==> config.mk <==
export PLATFORM = sky130hd
export DESIGN_NAME = battery_week_alarm_timer
export DESIGN_NICKNAME = d
export VERILOG_FILES = /design/src/hw/week_timer_pkg.sv /design/src/hw/sub_week_counter.sv /design/src/hw/battery_week_alarm_timer.sv
export SDC_FILE = /design/constraint.sdc
export NUM_CORES = 1
export LEC_CHECK = 0
export ABC_AREA = 1
export ABC_CLOCK_PERIOD_IN_PS = 5900
export BUFFER_PORTS_ARGS = -buffer_cell sky130_fd_sc_hd__clkbuf_2
export CORE_MARGIN = 2
export CORE_UTILIZATION = 60
export CTS_CLUSTER_DIAMETER = 60
export DETAILED_ROUTE_END_ITERATION = 7
export GPL_ROUTABILITY_DRIVEN = 0
export GPL_TIMING_DRIVEN = 0
export PLACE_DENSITY = 0.81
export RECOVER_POWER = 50
export SLEW_MARGIN = 15
export SYNTH_ARGS = -nofsm -noshare
export SYNTH_HDL_FRONTEND = slang
export SYNTH_SLANG_ARGS = --single-unit
export TNS_END_PERCENT = 5
==> constraint.sdc <==
create_clock -name clk -period 5.9 [get_ports clk]
set_clock_uncertainty 0.2 [all_clocks]
set_input_delay 1.18 -clock clk [delete_from_list [all_inputs] [get_ports clk]]
set_output_delay 1.18 -clock clk [all_outputs]
set_load 0.03 [all_outputs]
==> src/hw/week_timer_pkg.sv <==
// package: register map, field layout, reset values and shared types of the week alarm timer
package week_timer_pkg;

  // register byte offsets
  localparam logic [7:0] OFF_CONTROL      = 8'h00;
  localparam logic [7:0] OFF_WEEK_COUNT   = 8'h04;
  localparam logic [7:0] OFF_WEEK_COMPARE = 8'h08;
  localparam logic [7:0] OFF_DIVIDER      = 8'h0C;
  localparam logic [7:0] OFF_RATE_SELECT  = 8'h10;
  localparam logic [7:0] OFF_SUB_CONTROL  = 8'h14;
  localparam logic [7:0] OFF_SUB_COUNT    = 8'h18;
  localparam logic [7:0] OFF_BATT_OUTPUT  = 8'h1C;

  // widths
  localparam int WEEK_W = 28;
  localparam int DIV_W  = 15;
  localparam int SUB_W  = 9;
  localparam int RATE_W = 4;
  localparam int SRC_W  = 3;
  localparam int BATT_W = 6;

  // control register field positions
  localparam int CTRL_RUN_BIT  = 0;
  localparam int CTRL_WAKE_BIT = 6;
  // sub-week control field positions
  localparam int SUBC_SRC_LSB  = 0;
  localparam int SUBC_REPEAT_BIT = 3;

  // values after reset, and the divider wrap value
  localparam logic              RUN_RESET     = 1'b1;
  localparam logic              WAKE_RESET    = 1'b0;
  localparam logic [WEEK_W-1:0] COMPARE_RESET = 28'h0FFFFFF;
  localparam logic [DIV_W-1:0]  DIV_WRAP      = 15'h7FFF;

  // sub-week tick source codes
  localparam logic [SRC_W-1:0] SRC_OFF     = 3'h0;
  localparam logic [SRC_W-1:0] SRC_SUBSEC  = 3'h1;
  localparam logic [SRC_W-1:0] SRC_SECOND  = 3'h2;
  localparam logic [SRC_W-1:0] SRC_WEEK_B3 = 3'h4;
  localparam logic [SRC_W-1:0] SRC_WEEK_B5 = 3'h5;
  localparam logic [SRC_W-1:0] SRC_WEEK_B7 = 3'h6;
  localparam logic [SRC_W-1:0] SRC_WEEK_B9 = 3'h7;

  // interrupt lines to the aggregator, all launched together
  typedef struct packed {
    logic weekAlarm;
    logic subWeekAlarm;
    logic oneSecond;
    logic subSecond;
  } irq_bundle_type;

  // apb request from the master
  typedef struct packed {
    logic        psel;
    logic        penable;
    logic        pwrite;
    logic [7:0]  paddr;
    logic [31:0] pwdata;
  } apb_req_type;

endpackage

==> src/hw/sub_week_counter.sv <==
// sub-week down counter with one-shot and repeating modes
`timescale 1ns/1ps
module sub_week_counter (
  input  wire logic                            clk,
  input  wire logic                            rst_b,
  input  wire logic                            tick,
  input  wire logic                            load,
  input  wire logic [week_timer_pkg::SUB_W-1:0] loadValue,
  input  wire logic                            repeatMode,
  output logic      [week_timer_pkg::SUB_W-1:0] count,
  output logic                                 zeroEvent
);

  logic [week_timer_pkg::SUB_W-1:0] count_q;
  logic [week_timer_pkg::SUB_W-1:0] start_q;

  // event when a tick takes the count from one to zero
  assign zeroEvent = tick && !load && (count_q == 9'h001);
  assign count     = count_q;

  // start value captured on every software load
  always_ff @(posedge clk) begin
    if (!rst_b) begin
      start_q <= 9'h000;
    end else if (load) begin
      start_q <= loadValue;
    end
  end

  // load, reload on wrap, or step down by one
  always_ff @(posedge clk) begin
    if (!rst_b) begin
      count_q <= 9'h000;
    end else if (load) begin
      count_q <= loadValue;
    end else if (zeroEvent && repeatMode) begin
      count_q <= start_q;
    end else if (tick && (count_q != 9'h000)) begin
      count_q <= count_q - 9'h001;
    end
  end

  stepDown_a: assert property (@(posedge clk) disable iff (!rst_b)
    (tick && !load && count_q > 9'h001) |=> (count_q == $past(count_q) - 9'h001))
    else $error("sub-week counter did not step down by one");

  reload_a: assert property (@(posedge clk) disable iff (!rst_b)
    (zeroEvent && repeatMode) |=> (count_q == $past(start_q)))
    else $error("repeating counter did not reload");

  oneShot_a: assert property (@(posedge clk) disable iff (!rst_b)
    (zeroEvent && !repeatMode) |=> (count_q == 9'h000) [*2])
    else $error("one-shot counter left zero");

endmodule

==> src/hw/battery_week_alarm_timer.sv <==
// week alarm timer: divider, seconds counter, sub-week counter, apb registers
//
// Design decisions made here: register access over APB and the register addresses.
`timescale 1ns/1ps
// Operation
// - seconds counter 28 bits, steps at 1 Hz
// - compare reached raises alarm and wake
// - alarm uses greater than or equal compare
// - sub-week counter 9 bits, minus one per tick
// - sub-week counter one-shot or repeating
// - one to zero raises alarm and wake
// - tick source select decode, bits 3/5/7/9
// - rate select picks divider bit, 0 none
// - divider 15 bits, one step per slow tick
// - divider wrap gives the 1 Hz tick
// - selected divider rate drives sub-second interrupt
// - seconds step on divider zero to one
// - writes finish within two slow ticks
// - reads finish without waiting on slow tick
// - coincident interrupts presented in same cycle
// - hold battery-backed output levels
// - disabled: seconds held, divider cleared
module battery_week_alarm_timer (
  input  wire logic                                   clk,
  input  wire logic                                   rst_b,
  input  wire logic                                   slowTick,
  input  wire logic                                   psel,
  input  wire logic                                   penable,
  input  wire logic                                   pwrite,
  input  wire logic [7:0]                             paddr,
  input  wire logic [31:0]                            pwdata,
  output logic      [31:0]                            prdata,
  output logic                                        pready,
  output logic                                        pslverr,
  output week_timer_pkg::irq_bundle_type              irq,
  output logic                                        wakeEvent,
  output logic      [week_timer_pkg::BATT_W-1:0]      batteryBackedOutput
);

  // control and configuration
  logic                              timerRunEnable_q;
  logic                              wakeEventEnable_q;
  logic [week_timer_pkg::WEEK_W-1:0] weekCount_q;
  logic [week_timer_pkg::WEEK_W-1:0] weekCount_d;
  logic [week_timer_pkg::WEEK_W-1:0] weekCompare_q;
  logic [week_timer_pkg::DIV_W-1:0]  divider_q;
  logic [week_timer_pkg::DIV_W-1:0]  dividerNext;
  logic                              wrapPending_q;
  logic [week_timer_pkg::RATE_W-1:0] subsecondRateSelect_q;
  logic [week_timer_pkg::SRC_W-1:0]  subTickSourceSelect_q;
  logic                              repeatMode_q;
  logic [week_timer_pkg::BATT_W-1:0] battOut_q;
  week_timer_pkg::apb_req_type       req;
  week_timer_pkg::irq_bundle_type    irq_q;
  logic                              wake_q;
  logic                              alarmLevel_q;
  logic [31:0]                       prdata_q;
  logic                              pready_q;
  logic                              pslverr_q;

  // decoded events
  logic                              divStep;
  logic                              secondTick;
  logic                              secondStep;
  logic                              subSecondTick;
  logic [week_timer_pkg::DIV_W-1:0]  rateMask;
  logic                              subTick;
  logic                              subZero;
  logic [week_timer_pkg::SUB_W-1:0]  subCount;
  logic                              alarmLevel;
  logic                              alarmRise;
  logic                              wrEn;
  logic                              rdEn;
  logic                              addrHit;
  logic [31:0]                       readMux;

  assign req = '{psel: psel, penable: penable, pwrite: pwrite, paddr: paddr, pwdata: pwdata};

  // apb: a write takes effect at the edge where the registered ready is seen; read data is captured one edge earlier
  assign wrEn = req.psel && req.penable && pready_q && req.pwrite;
  assign rdEn = req.psel && req.penable && !pready_q && !req.pwrite;

  // divider and seconds stepping decode
  assign dividerNext = divider_q + 15'h0001;
  assign divStep     = timerRunEnable_q && slowTick;
  assign secondTick  = divStep && (divider_q == week_timer_pkg::DIV_WRAP);
  assign secondStep  = divStep && (divider_q == 15'h0000) && wrapPending_q;

  // sub-second tick: every 2^(15-n) slow ticks, none for n = 0
  assign rateMask = (15'h0001 << (5'd15 - {1'b0, subsecondRateSelect_q})) - 15'h0001;
  assign subSecondTick = divStep && (subsecondRateSelect_q != 4'h0)
                         && ((dividerNext & rateMask) == 15'h0000);

  // sub-week tick source decode
  always_comb begin
    subTick = 1'b0;
    case (subTickSourceSelect_q)
      week_timer_pkg::SRC_OFF:     subTick = 1'b0;
      week_timer_pkg::SRC_SUBSEC:  subTick = subSecondTick;
      week_timer_pkg::SRC_SECOND:  subTick = secondStep;
      week_timer_pkg::SRC_WEEK_B3: subTick = secondStep && (weekCount_q[2:0] == 3'h7);
      week_timer_pkg::SRC_WEEK_B5: subTick = secondStep && (weekCount_q[4:0] == 5'h1F);
      week_timer_pkg::SRC_WEEK_B7: subTick = secondStep && (weekCount_q[6:0] == 7'h7F);
      week_timer_pkg::SRC_WEEK_B9: subTick = secondStep && (weekCount_q[8:0] == 9'h1FF);
      default:                     subTick = 1'b0;
    endcase
  end

  // next seconds value: a software write wins over the once-per-second step
  always_comb begin
    weekCount_d = weekCount_q;
    if (wrEn && (req.paddr == week_timer_pkg::OFF_WEEK_COUNT)) begin
      weekCount_d = req.pwdata[week_timer_pkg::WEEK_W-1:0];
    end else if (secondStep) begin
      weekCount_d = weekCount_q + 28'h0000001;
    end
  end

  // week alarm level, judged on the next count so that it launches on the
  // same edge as a sub-week alarm raised by the same slow tick
  assign alarmLevel = timerRunEnable_q && (weekCount_d >= weekCompare_q);
  assign alarmRise  = alarmLevel && !alarmLevel_q;

  sub_week_counter subWeek (
    .clk        (clk),
    .rst_b      (rst_b),
    .tick       (subTick),
    .load       (wrEn && (req.paddr == week_timer_pkg::OFF_SUB_COUNT)),
    .loadValue  (req.pwdata[week_timer_pkg::SUB_W-1:0]),
    .repeatMode (repeatMode_q),
    .count      (subCount),
    .zeroEvent  (subZero)
  );

  // control register
  always_ff @(posedge clk) begin
    if (!rst_b) begin
      timerRunEnable_q  <= week_timer_pkg::RUN_RESET;
      wakeEventEnable_q <= week_timer_pkg::WAKE_RESET;
    end else if (wrEn && (req.paddr == week_timer_pkg::OFF_CONTROL)) begin
      timerRunEnable_q  <= req.pwdata[week_timer_pkg::CTRL_RUN_BIT];
      wakeEventEnable_q <= req.pwdata[week_timer_pkg::CTRL_WAKE_BIT];
    end
  end

  // configuration registers
  always_ff @(posedge clk) begin
    if (!rst_b) begin
      weekCompare_q         <= week_timer_pkg::COMPARE_RESET;
      subsecondRateSelect_q <= 4'h0;
      subTickSourceSelect_q <= 3'h0;
      repeatMode_q          <= 1'b0;
    end else if (wrEn) begin
      if (req.paddr == week_timer_pkg::OFF_WEEK_COMPARE) begin
        weekCompare_q <= req.pwdata[week_timer_pkg::WEEK_W-1:0];
      end
      if (req.paddr == week_timer_pkg::OFF_RATE_SELECT) begin
        subsecondRateSelect_q <= req.pwdata[week_timer_pkg::RATE_W-1:0];
      end
      if (req.paddr == week_timer_pkg::OFF_SUB_CONTROL) begin
        subTickSourceSelect_q <= req.pwdata[week_timer_pkg::SUBC_SRC_LSB +: 3];
        repeatMode_q          <= req.pwdata[week_timer_pkg::SUBC_REPEAT_BIT];
      end
    end
  end

  // battery-backed output levels, held until software changes them
  always_ff @(posedge clk) begin
    if (!rst_b) begin
      battOut_q <= 6'h00;
    end else if (wrEn && (req.paddr == week_timer_pkg::OFF_BATT_OUTPUT)) begin
      battOut_q <= req.pwdata[week_timer_pkg::BATT_W-1:0];
    end
  end

  // divider: counts slow ticks while running, cleared while stopped
  always_ff @(posedge clk) begin
    if (!rst_b) begin
      divider_q <= 15'h0000;
    end else if (!timerRunEnable_q) begin
      divider_q <= 15'h0000;
    end else if (divStep) begin
      divider_q <= dividerNext;
    end
  end

  // wrap pending: the seconds step waits for the divider to leave zero
  always_ff @(posedge clk) begin
    if (!rst_b) begin
      wrapPending_q <= 1'b0;
    end else if (secondTick) begin
      wrapPending_q <= 1'b1;
    end else if (secondStep) begin
      wrapPending_q <= 1'b0;
    end
  end

  // seconds counter: takes its next value on every edge
  always_ff @(posedge clk) begin
    if (!rst_b) begin
      weekCount_q <= 28'h0000000;
    end else begin
      weekCount_q <= weekCount_d;
    end
  end

  // interrupt lines all launched from one edge
  always_ff @(posedge clk) begin
    if (!rst_b) begin
      irq_q        <= '0;
      alarmLevel_q <= 1'b0;
    end else begin
      alarmLevel_q       <= alarmLevel;
      irq_q.weekAlarm    <= alarmRise;
      irq_q.subWeekAlarm <= subZero;
      irq_q.oneSecond    <= secondTick;
      irq_q.subSecond    <= subSecondTick;
    end
  end

  // wake output: set by either alarm, reset only by clearing the enable
  always_ff @(posedge clk) begin
    if (!rst_b) begin
      wake_q <= 1'b0;
    end else if (wakeEventEnable_q && (alarmRise || subZero)) begin
      wake_q <= 1'b1;
    end else if (!wakeEventEnable_q) begin
      wake_q <= 1'b0;
    end
  end

  // read mux, no wait on the slow tick
  always_comb begin
    addrHit = 1'b1;
    readMux = 32'h00000000;
    case (req.paddr)
      week_timer_pkg::OFF_CONTROL: begin
        readMux[week_timer_pkg::CTRL_RUN_BIT]  = timerRunEnable_q;
        readMux[week_timer_pkg::CTRL_WAKE_BIT] = wakeEventEnable_q;
      end
      week_timer_pkg::OFF_WEEK_COUNT:   readMux = {4'h0, weekCount_q};
      week_timer_pkg::OFF_WEEK_COMPARE: readMux = {4'h0, weekCompare_q};
      week_timer_pkg::OFF_DIVIDER:      readMux = {17'h00000, divider_q};
      week_timer_pkg::OFF_RATE_SELECT:  readMux = {28'h0000000, subsecondRateSelect_q};
      week_timer_pkg::OFF_SUB_CONTROL:
        readMux = {28'h0000000, repeatMode_q, subTickSourceSelect_q};
      week_timer_pkg::OFF_SUB_COUNT:    readMux = {23'h000000, subCount};
      week_timer_pkg::OFF_BATT_OUTPUT:  readMux = {26'h0000000, battOut_q};
      default:                          addrHit = 1'b0;
    endcase
  end

  // apb answer: one wait state, data and error registered
  always_ff @(posedge clk) begin
    if (!rst_b) begin
      pready_q  <= 1'b0;
      prdata_q  <= 32'h00000000;
      pslverr_q <= 1'b0;
    end else begin
      pready_q  <= req.psel && req.penable && !pready_q;
      pslverr_q <= req.psel && req.penable && !pready_q && !addrHit;
      if (rdEn) begin
        prdata_q <= readMux;
      end
    end
  end

  assign prdata              = prdata_q;
  assign pready              = pready_q;
  assign pslverr             = pslverr_q;
  assign irq                 = irq_q;
  assign wakeEvent           = wake_q;
  assign batteryBackedOutput = battOut_q;

  secondStep_a: assert property (@(posedge clk) disable iff (!rst_b)
    (secondStep && !(wrEn && req.paddr == week_timer_pkg::OFF_WEEK_COUNT))
    |=> (weekCount_q == $past(weekCount_q) + 28'h0000001) && (divider_q == 15'h0001))
    else $error("seconds step not tied to divider leaving zero");

  divWrap_a: assert property (@(posedge clk) disable iff (!rst_b)
    secondTick |=> (divider_q == 15'h0000) && irq.oneSecond)
    else $error("divider wrap did not raise the one second line");

  divStop_a: assert property (@(posedge clk) disable iff (!rst_b)
    (!timerRunEnable_q && !(wrEn && req.paddr == week_timer_pkg::OFF_WEEK_COUNT))
    |=> (divider_q == 15'h0000) && $stable(weekCount_q))
    else $error("stopped timer changed its counters");

  weekAlarm_a: assert property (@(posedge clk) disable iff (!rst_b)
    $rose(alarmLevel) |=> irq.weekAlarm ##1 !irq.weekAlarm)
    else $error("week alarm not a single pulse after compare");

  subAlarm_a: assert property (@(posedge clk) disable iff (!rst_b)
    (subTick && subCount == 9'h001 && !(wrEn && req.paddr == week_timer_pkg::OFF_SUB_COUNT))
    |=> irq.subWeekAlarm)
    else $error("sub-week alarm missing on one to zero");

  wakeSet_a: assert property (@(posedge clk) disable iff (!rst_b)
    (wakeEventEnable_q && (alarmRise || subZero)) |=> wakeEvent)
    else $error("wake not raised by alarm");

  wakeHold_a: assert property (@(posedge clk) disable iff (!rst_b)
    (wakeEvent && wakeEventEnable_q) |=> wakeEvent)
    else $error("wake dropped while enabled");

  rateTick_a: assert property (@(posedge clk) disable iff (!rst_b)
    (subsecondRateSelect_q == 4'hF && divStep) |=> irq.subSecond)
    else $error("top rate missed a slow tick");

  syncIrq_a: assert property (@(posedge clk) disable iff (!rst_b)
    (secondTick && subSecondTick) |=> (irq.oneSecond && irq.subSecond))
    else $error("coincident interrupts split");

  apbAnswer_a: assert property (@(posedge clk) disable iff (!rst_b)
    (psel && penable && !pready) |=> pready)
    else $error("apb answer later than one wait state");

  battHold_a: assert property (@(posedge clk) disable iff (!rst_b)
    !(wrEn && req.paddr == week_timer_pkg::OFF_BATT_OUTPUT) |=> $stable(batteryBackedOutput))
    else $error("battery-backed output changed without a write");

  wrapCov_c: cover property (@(posedge clk) disable iff (!rst_b) secondTick);
  alarmCov_c: cover property (@(posedge clk) disable iff (!rst_b) irq.weekAlarm && wakeEvent);
  subCov_c: cover property (@(posedge clk) disable iff (!rst_b) subZero && repeatMode_q);
  errCov_c: cover property (@(posedge clk) disable iff (!rst_b) pready && pslverr);

endmodule

Yosys cells after proc, flatten, opt, wreduce, memory -nomap -nowiden
Index checks and enable logic that the tools add are counted.
- input port bits: 46
- word-level logic and storage cells: 109
- bits in registers: 146
- order comparisons: 1
- reductions and logical operators: 45
- equality and inequality tests: 20
- bitwise logic cells: 1
- muxes and demuxes: 15
- shifts and indexed selects: 1
- add/sub/neg operators: 5
- operator list (cell ; count):
    one-hot mux 21 bit (4 select lines) ; 1
    2-to-1 mux 28 bit ; 2
    one-hot mux 5 bit (7 select lines) ; 1
    equality test 8 x 5 -> 1 bit (second input constant) ; 4
    logical NOT 15 bit ; 2
    adder 28 x 1 -> 28 bit (second input constant) ; 1
    greater-or-equal comparator 28 bit ; 1
    logical AND 1 bit ; 27
    2-to-1 mux 9 bit ; 3
    equality test 8 x 4 -> 1 bit (second input constant) ; 2
    adder 15 x 1 -> 15 bit (second input constant) ; 1
    AND 15 bit ; 1
    equality test 15 bit (second input constant) ; 1
    equality test 3 bit (second input constant) ; 5
    left shift 1 x 5 -> 15 bit (first input constant) ; 1
    subtractor 15 x 1 -> 15 bit (second input constant) ; 1
    equality test 9 x 1 -> 1 bit (second input constant) ; 1
    equality test 9 bit (second input constant) ; 1
    nonzero test 9 bit ; 1
    subtractor 9 x 1 -> 9 bit (second input constant) ; 1
    equality test 8 x 3 -> 1 bit (second input constant) ; 1
    logical NOT 8 bit ; 1
    one-hot mux 1 bit (8 select lines) ; 1
    AND reduction 2 bit ; 4
    15 further kinds ; 23

Depth between registers and ports, before layout
- word-level depth: 12
- gate-level depth with buffers: 25
- gate-level depth less buffers: 25

By module
A second synthesis with hierarchy kept.
- cells, all modules: 1461
- area, all modules: 9018.6 sq um
- by module, submodules not included (module ; area an instance (sq um) ; times used ; cells each):
    battery_week_alarm_timer ; 7906.3 ; 1 ; 1287
    sub_week_counter ; 1112.3 ; 1 ; 174

Worst setup path before layout
No wires, ideal clock.
- kind: input -> register
- start: input port paddr[7]
- end: register wake_q (netlist: wakeEvent)
- setup time: 57 ps
- buffers on the path: 1
- data required time: 5643 ps
- arrival: 3688 ps
- setup slack: 1955 ps
- stages on the path: 18
- cells stage by stage: nor2_1 > inv_1 > nor3_1 > nand2_1 > nor2_2 > inv_2 > clkbuf_1 > o21ai_0 > inv_1 > ha_1 > nand4_1 > nor4_1 > o21ai_0 > nand3_1 > nand2_1 > o21ai_0 > nand3_1 > inv_1
- word-level cells in the longest chain between the ends: 9
- elaborated cells between the ends (all ways): 15
- ends and longest elaborated chain (what ; line ; RTL):
    start: declaration ; battery_week_alarm_timer.sv:30 ; input wire logic [7:0] paddr,
    equality test 8 x 3 -> 1 bit * ; battery_week_alarm_timer.sv:112 ; if (wrEn && (req.paddr == week_timer_pkg::OFF_WEEK_COUNT)) begin
    logical AND 1 bit * ; battery_week_alarm_timer.sv:112 ;
    2-to-1 mux 28 bit * ; battery_week_alarm_timer.sv:112 ;
    named net weekCount_d (one bit) ; battery_week_alarm_timer.sv:44 ; logic [week_timer_pkg::WEEK_W-1:0] weekCount_d;
    greater-or-equal comparator 28 bit * ; battery_week_alarm_timer.sv:121 ; assign alarmLevel = timerRunEnable_q && (weekCount_d >= weekCompare_q);
    logical AND 1 bit * ; battery_week_alarm_timer.sv:121 ;
    logical AND 1 bit * ; battery_week_alarm_timer.sv:122 ; assign alarmRise = alarmLevel && !alarmLevel_q;
    logical OR 1 bit * ; battery_week_alarm_timer.sv:225 ; end else if (wakeEventEnable_q && (alarmRise || subZero)) begin
    logical AND 1 bit * ; battery_week_alarm_timer.sv:225 ;
    != test 2 x 1 -> 1 bit (no source line) or 2-to-1 mux 1 bit (tied branches) ; - ;
    end signal: assignment ; battery_week_alarm_timer.sv:224 ; wake_q <= 1'b0;
    end signal: assignment ; battery_week_alarm_timer.sv:226 ; wake_q <= 1'b1;
    end signal: assignment ; battery_week_alarm_timer.sv:228 ; wake_q <= 1'b0;
    end: declaration ; battery_week_alarm_timer.sv:55 ; logic wake_q;
Mark *: on every way through the listed nets, which the timed path passes. The rest lies on a longest branch.
A chain may end at the register's enable or synchronous reset.

Worst setup path after layout
- start: input port slowTick
- end: register wake_q (netlist: wakeEvent)
- word-level cells in the longest chain between the ends: 11
- elaborated cells between the ends (all ways): 21
- ends and longest elaborated chain (what ; line ; RTL):
    start: declaration ; battery_week_alarm_timer.sv:26 ; input wire logic slowTick,
    logical AND 1 bit * ; battery_week_alarm_timer.sv:85 ; assign divStep = timerRunEnable_q && slowTick;
    logical AND 1 bit * (2 in a row) ; battery_week_alarm_timer.sv:87 ; assign secondStep = divStep && (divider_q == 15'h0000) && wrapPending_q;
    2-to-1 mux 28 bit * ; battery_week_alarm_timer.sv:114 ; end else if (secondStep) begin
    2-to-1 mux 28 bit * ; battery_week_alarm_timer.sv:112 ;
    named net weekCount_d (one bit) ; battery_week_alarm_timer.sv:44 ;
    greater-or-equal comparator 28 bit * ; battery_week_alarm_timer.sv:121 ;
    logical AND 1 bit * ; battery_week_alarm_timer.sv:121 ;
    logical AND 1 bit * ; battery_week_alarm_timer.sv:122 ;
    logical OR 1 bit * ; battery_week_alarm_timer.sv:225 ;
    logical AND 1 bit * ; battery_week_alarm_timer.sv:225 ;
    != test 2 x 1 -> 1 bit (no source line) or 2-to-1 mux 1 bit (tied branches) ; - ;
Marks and branches as above.

==> metrics.txt <==
CTS tree yes; Lkg Pwr between 4 and 5 nW; port buffer count 82; Reg2Reg Depth 24; nets@finish about 1400; Seq/Total Area, Yosys between 30% and 40%; startpoint types primary input; RR Startpoint divider_q[0]$_SDFFE_PN0N_; cts bufs inserted 17; Post-Synth XOR/XNOR Area under 10%; ys async rst share 0%; crit-path cells clkbuf_1 > nand2_1 > inv_2 > nand3_1 > nor4_1 > nand2_2 > nor2_2 > nand2_2 > nor2_1 > nand2_1 > xor2_1 > nand2_1 > o21ai_1 > inv_1 > ha_1 > nand4_1 > o221ai_1 > a21oi_1 > nand3_1 > nand2_1 > o21ai_0 > nand3_1 > inv_1; Crit path largest cell delay about 0.47 ns; status completed; mux contribution to synthesized area less than 1%; hold_buf cts 0; Multi-input gate area 4730 um^2; largest fanout on the critical path 4; nature of the critical path endpoint register; Hold Path Origin prdata[13]$_SDFFE_PN0P_; simple-gate portion of the synthesized area between 20% and 30%; #FFs+latches synth around 140; Via density a little under 6; First-pass DRT Iterations 5; root buf cell clkbuf_16; H-tree depth 4; count leader, synth nand2_1; Fin. Hold Viols 0; wire per inst roughly 17 um; Critical-path top delay cell nor4_1; postcts setup bufs 0; worst vdd ir approximately 0.00024 V; Hold Crit Class register to register; Syn Std Cell Area ~8400 um^2; Critical R2R Capture wakeEvent$_SDFFE_PN0P_; Mapped Cells between 1000 and 1500; FF/Latch Area around 2800 um^2; antenna cells 0; latest clock arrival within the worst-skew pair roughly 0.43 ns; compound-cell area share of the yosys netlist 18.6%; synth warn 0; Final HPWL DP slightly below 20 mm; share of cells above drive strength 1 a little under a tenth; commonest cells in the netlist nand2_1, inv_1, dfxtp_1; Yosys top cell by area dfxtp_1; grt total ovfl 0; via count about 9000; DRT iter0 DRCs slightly below 800; antenna violations before repair 0; global-route wire length before repair approximately 40 mm; Period Utilization, post-route between 70% and 80%; Die Wd about 120 um; Die H roughly 120 um; CP most frequent cell nand2_1; setup violators final 0; Slew headroom between 30% and 40%; largest family of logic cells by synthesized area simple AND/OR/NAND/NOR gates; Final Worst Setup Slack about 1.2 ns; Mean Syn Cell Area between 6 and 7 um^2; EDFF count, synth 0; R2R setup slack 1.41 ns; most area-consuming cells after synthesis dfxtp_1, nand2_1, a21oi_1; Global Route Usage Sum 35.6%; Starting Density about three fifths; Fmax roughly 210 MHz; Post-Route WL 26.3 mm; final core area utilization 69.4%; synth unique cells 48; setup tns final 0 ns; num rows 43; largest net degree at the start of global routing 17; unrepaired setup endpoints after global routing false; IO Count 91; Reg clk slew, reported paths 0.06 ns; post-place setup slack ~1.1 ns; CTS Buffer Depth 2; Syn-to-layout area delta 13.5%; Slew @ Worst Pin about 0.91 ns; die area roughly 15000 um^2; Post-route DRC 0; Worst EP arrival about 5 ns; Final ANT Viol Nets 0; core area 13800 um^2; fill cell count about 1200; max-slew violations 0; Yosys top cell area share 33.7%; max capacitance violation total 0; clk sink count between 100 and 150; Post-synth top flop dfxtp_1; Crit Path Category primary input to register; vias in the first global route ~8000; hold depth 2; post-CTS resize count 0; Critical Path RT between 6 and 7 ns; Post-Synth Adder-Cell Area ~5.5%; pwr/cell area ~230 nW/um^2; Hold Crit Endpoint prdata[13]$_SDFFE_PN0P_; Period minus WS final 4.70 ns
==> through the flow <==
step           power (mW)  instances  area (um^2)  hold WS, ns
2_1_floorplan        1.07       1238         8430        0.186
3_3_place_gp         1.12       1500         9070        0.254
3_5_place_dp         1.12       1500         9070        0.256
4_1_cts              2.16       1532         9650        0.265
5_1_grt              2.21       1532         9560        0.278
6_report             2.16       1532         9560        0.262
==> state kept, by name, indices dropped and copies added (netlist names) <==
signal	cells
wakeEventEnable_q	1
wakeEvent	1
repeatMode_q	1
timerRunEnable_q	1
subWeek.start_q	9
subsecondRateSelect_q	4
pready	1
weekCount_q	28
pslverr	1
divider_q	15
subTickSourceSelect_q	3
alarmLevel_q	1
wrapPending_q	1
weekCompare_q	28
irq	4
prdata	28
subWeek.count	9
batteryBackedOutput	6
==> worst max path at each step <==
stage                                         to  cells past startpoint     start
after detailed placement  wakeEvent$_SDFFE_PN0P_                     19  paddr[7]
final                     wakeEvent$_SDFFE_PN0P_                     23  slowTick
after CTS                 wakeEvent$_SDFFE_PN0P_                     19  paddr[7]
after global routing      wakeEvent$_SDFFE_PN0P_                     23  slowTick
after floorplan           wakeEvent$_SDFFE_PN0P_                     18  paddr[7]
after global placement    wakeEvent$_SDFFE_PN0P_                     19  paddr[7]
==> placed cells by master, fill, tap and decap left out, drive strengths merged, types with 3 or more instances in the layout <==
cell type	count
clkinvlp	3
nor3	22
clkbuf	135
xor2	22
a21oi	119
a221oi	3
nand4	28
nand2	305
and2	13
o2111ai	4
o211ai	28
nor2	112
buf	16
inv	155
dfxtp	142
clkinv	12
nand3	60
nor4	13
o21a	3
o21ai	72
o22ai	24
ha	37
conb	4
o221ai	7
==> cell families (layout without fill, tap and decap cells) <==
group                      after synthesis  after routing
and+or+nand+nor                        554            554
AOI/OAI and AO/OA                      268            268
buffers and inverters                  208            322
DFF                                    142            142
adders and majority gates               37             37
xor gates and xnor gates                24             24
other                                    1              4
muxes                                    1              1
==> critical path, delay by kind of cell <==
kind,cells,cell delay (ns)
AND/OR/NAND/NOR,13,2.09
buffers and inverters,4,0.37
AO/OA/AOI/OAI,4,0.77
adder cells (fa/ha/maj),1,0.32
XOR/XNOR,1,0.14
==> layer usage <==
| metal | GRT usage [%] | up-vias | part of all wire, % |
|---|---|---|---|
| met5 | 0 | - | 0 |
| met4 | 19.0 | 0 | 4.7 |
| met3 | 7.67 | 103 | 10 |
| met2 | 58.0 | 503 | 46 |
| met1 | 44.2 | 4109 | 39 |
| li1 | - | 4319 | - |
==> power by group <==
part / leakage [nW] / internal (mW) / switching (mW)
clock: 0.284 / 0.632 / 0.426
combinational: 2.78 / 0.0348 / 0.0922
sequential: 1.15 / 0.967 / 0.0106
total: 4.21 / 1.63 / 0.529
==> area by class of cell <==
class | instances | area share (%)
buffer | 47 | 2.28
clock buffer | 22 | 5.17
clock inverter | 10 | 0.903
inverter | 161 | 6.32
multi-input combinational | 888 | 49.5
sequential | 142 | 29.7
tap | 180 | 2.36
timing repair buffer | 82 | 3.73
No activity file was read; power rests on OpenSTA's default activity.
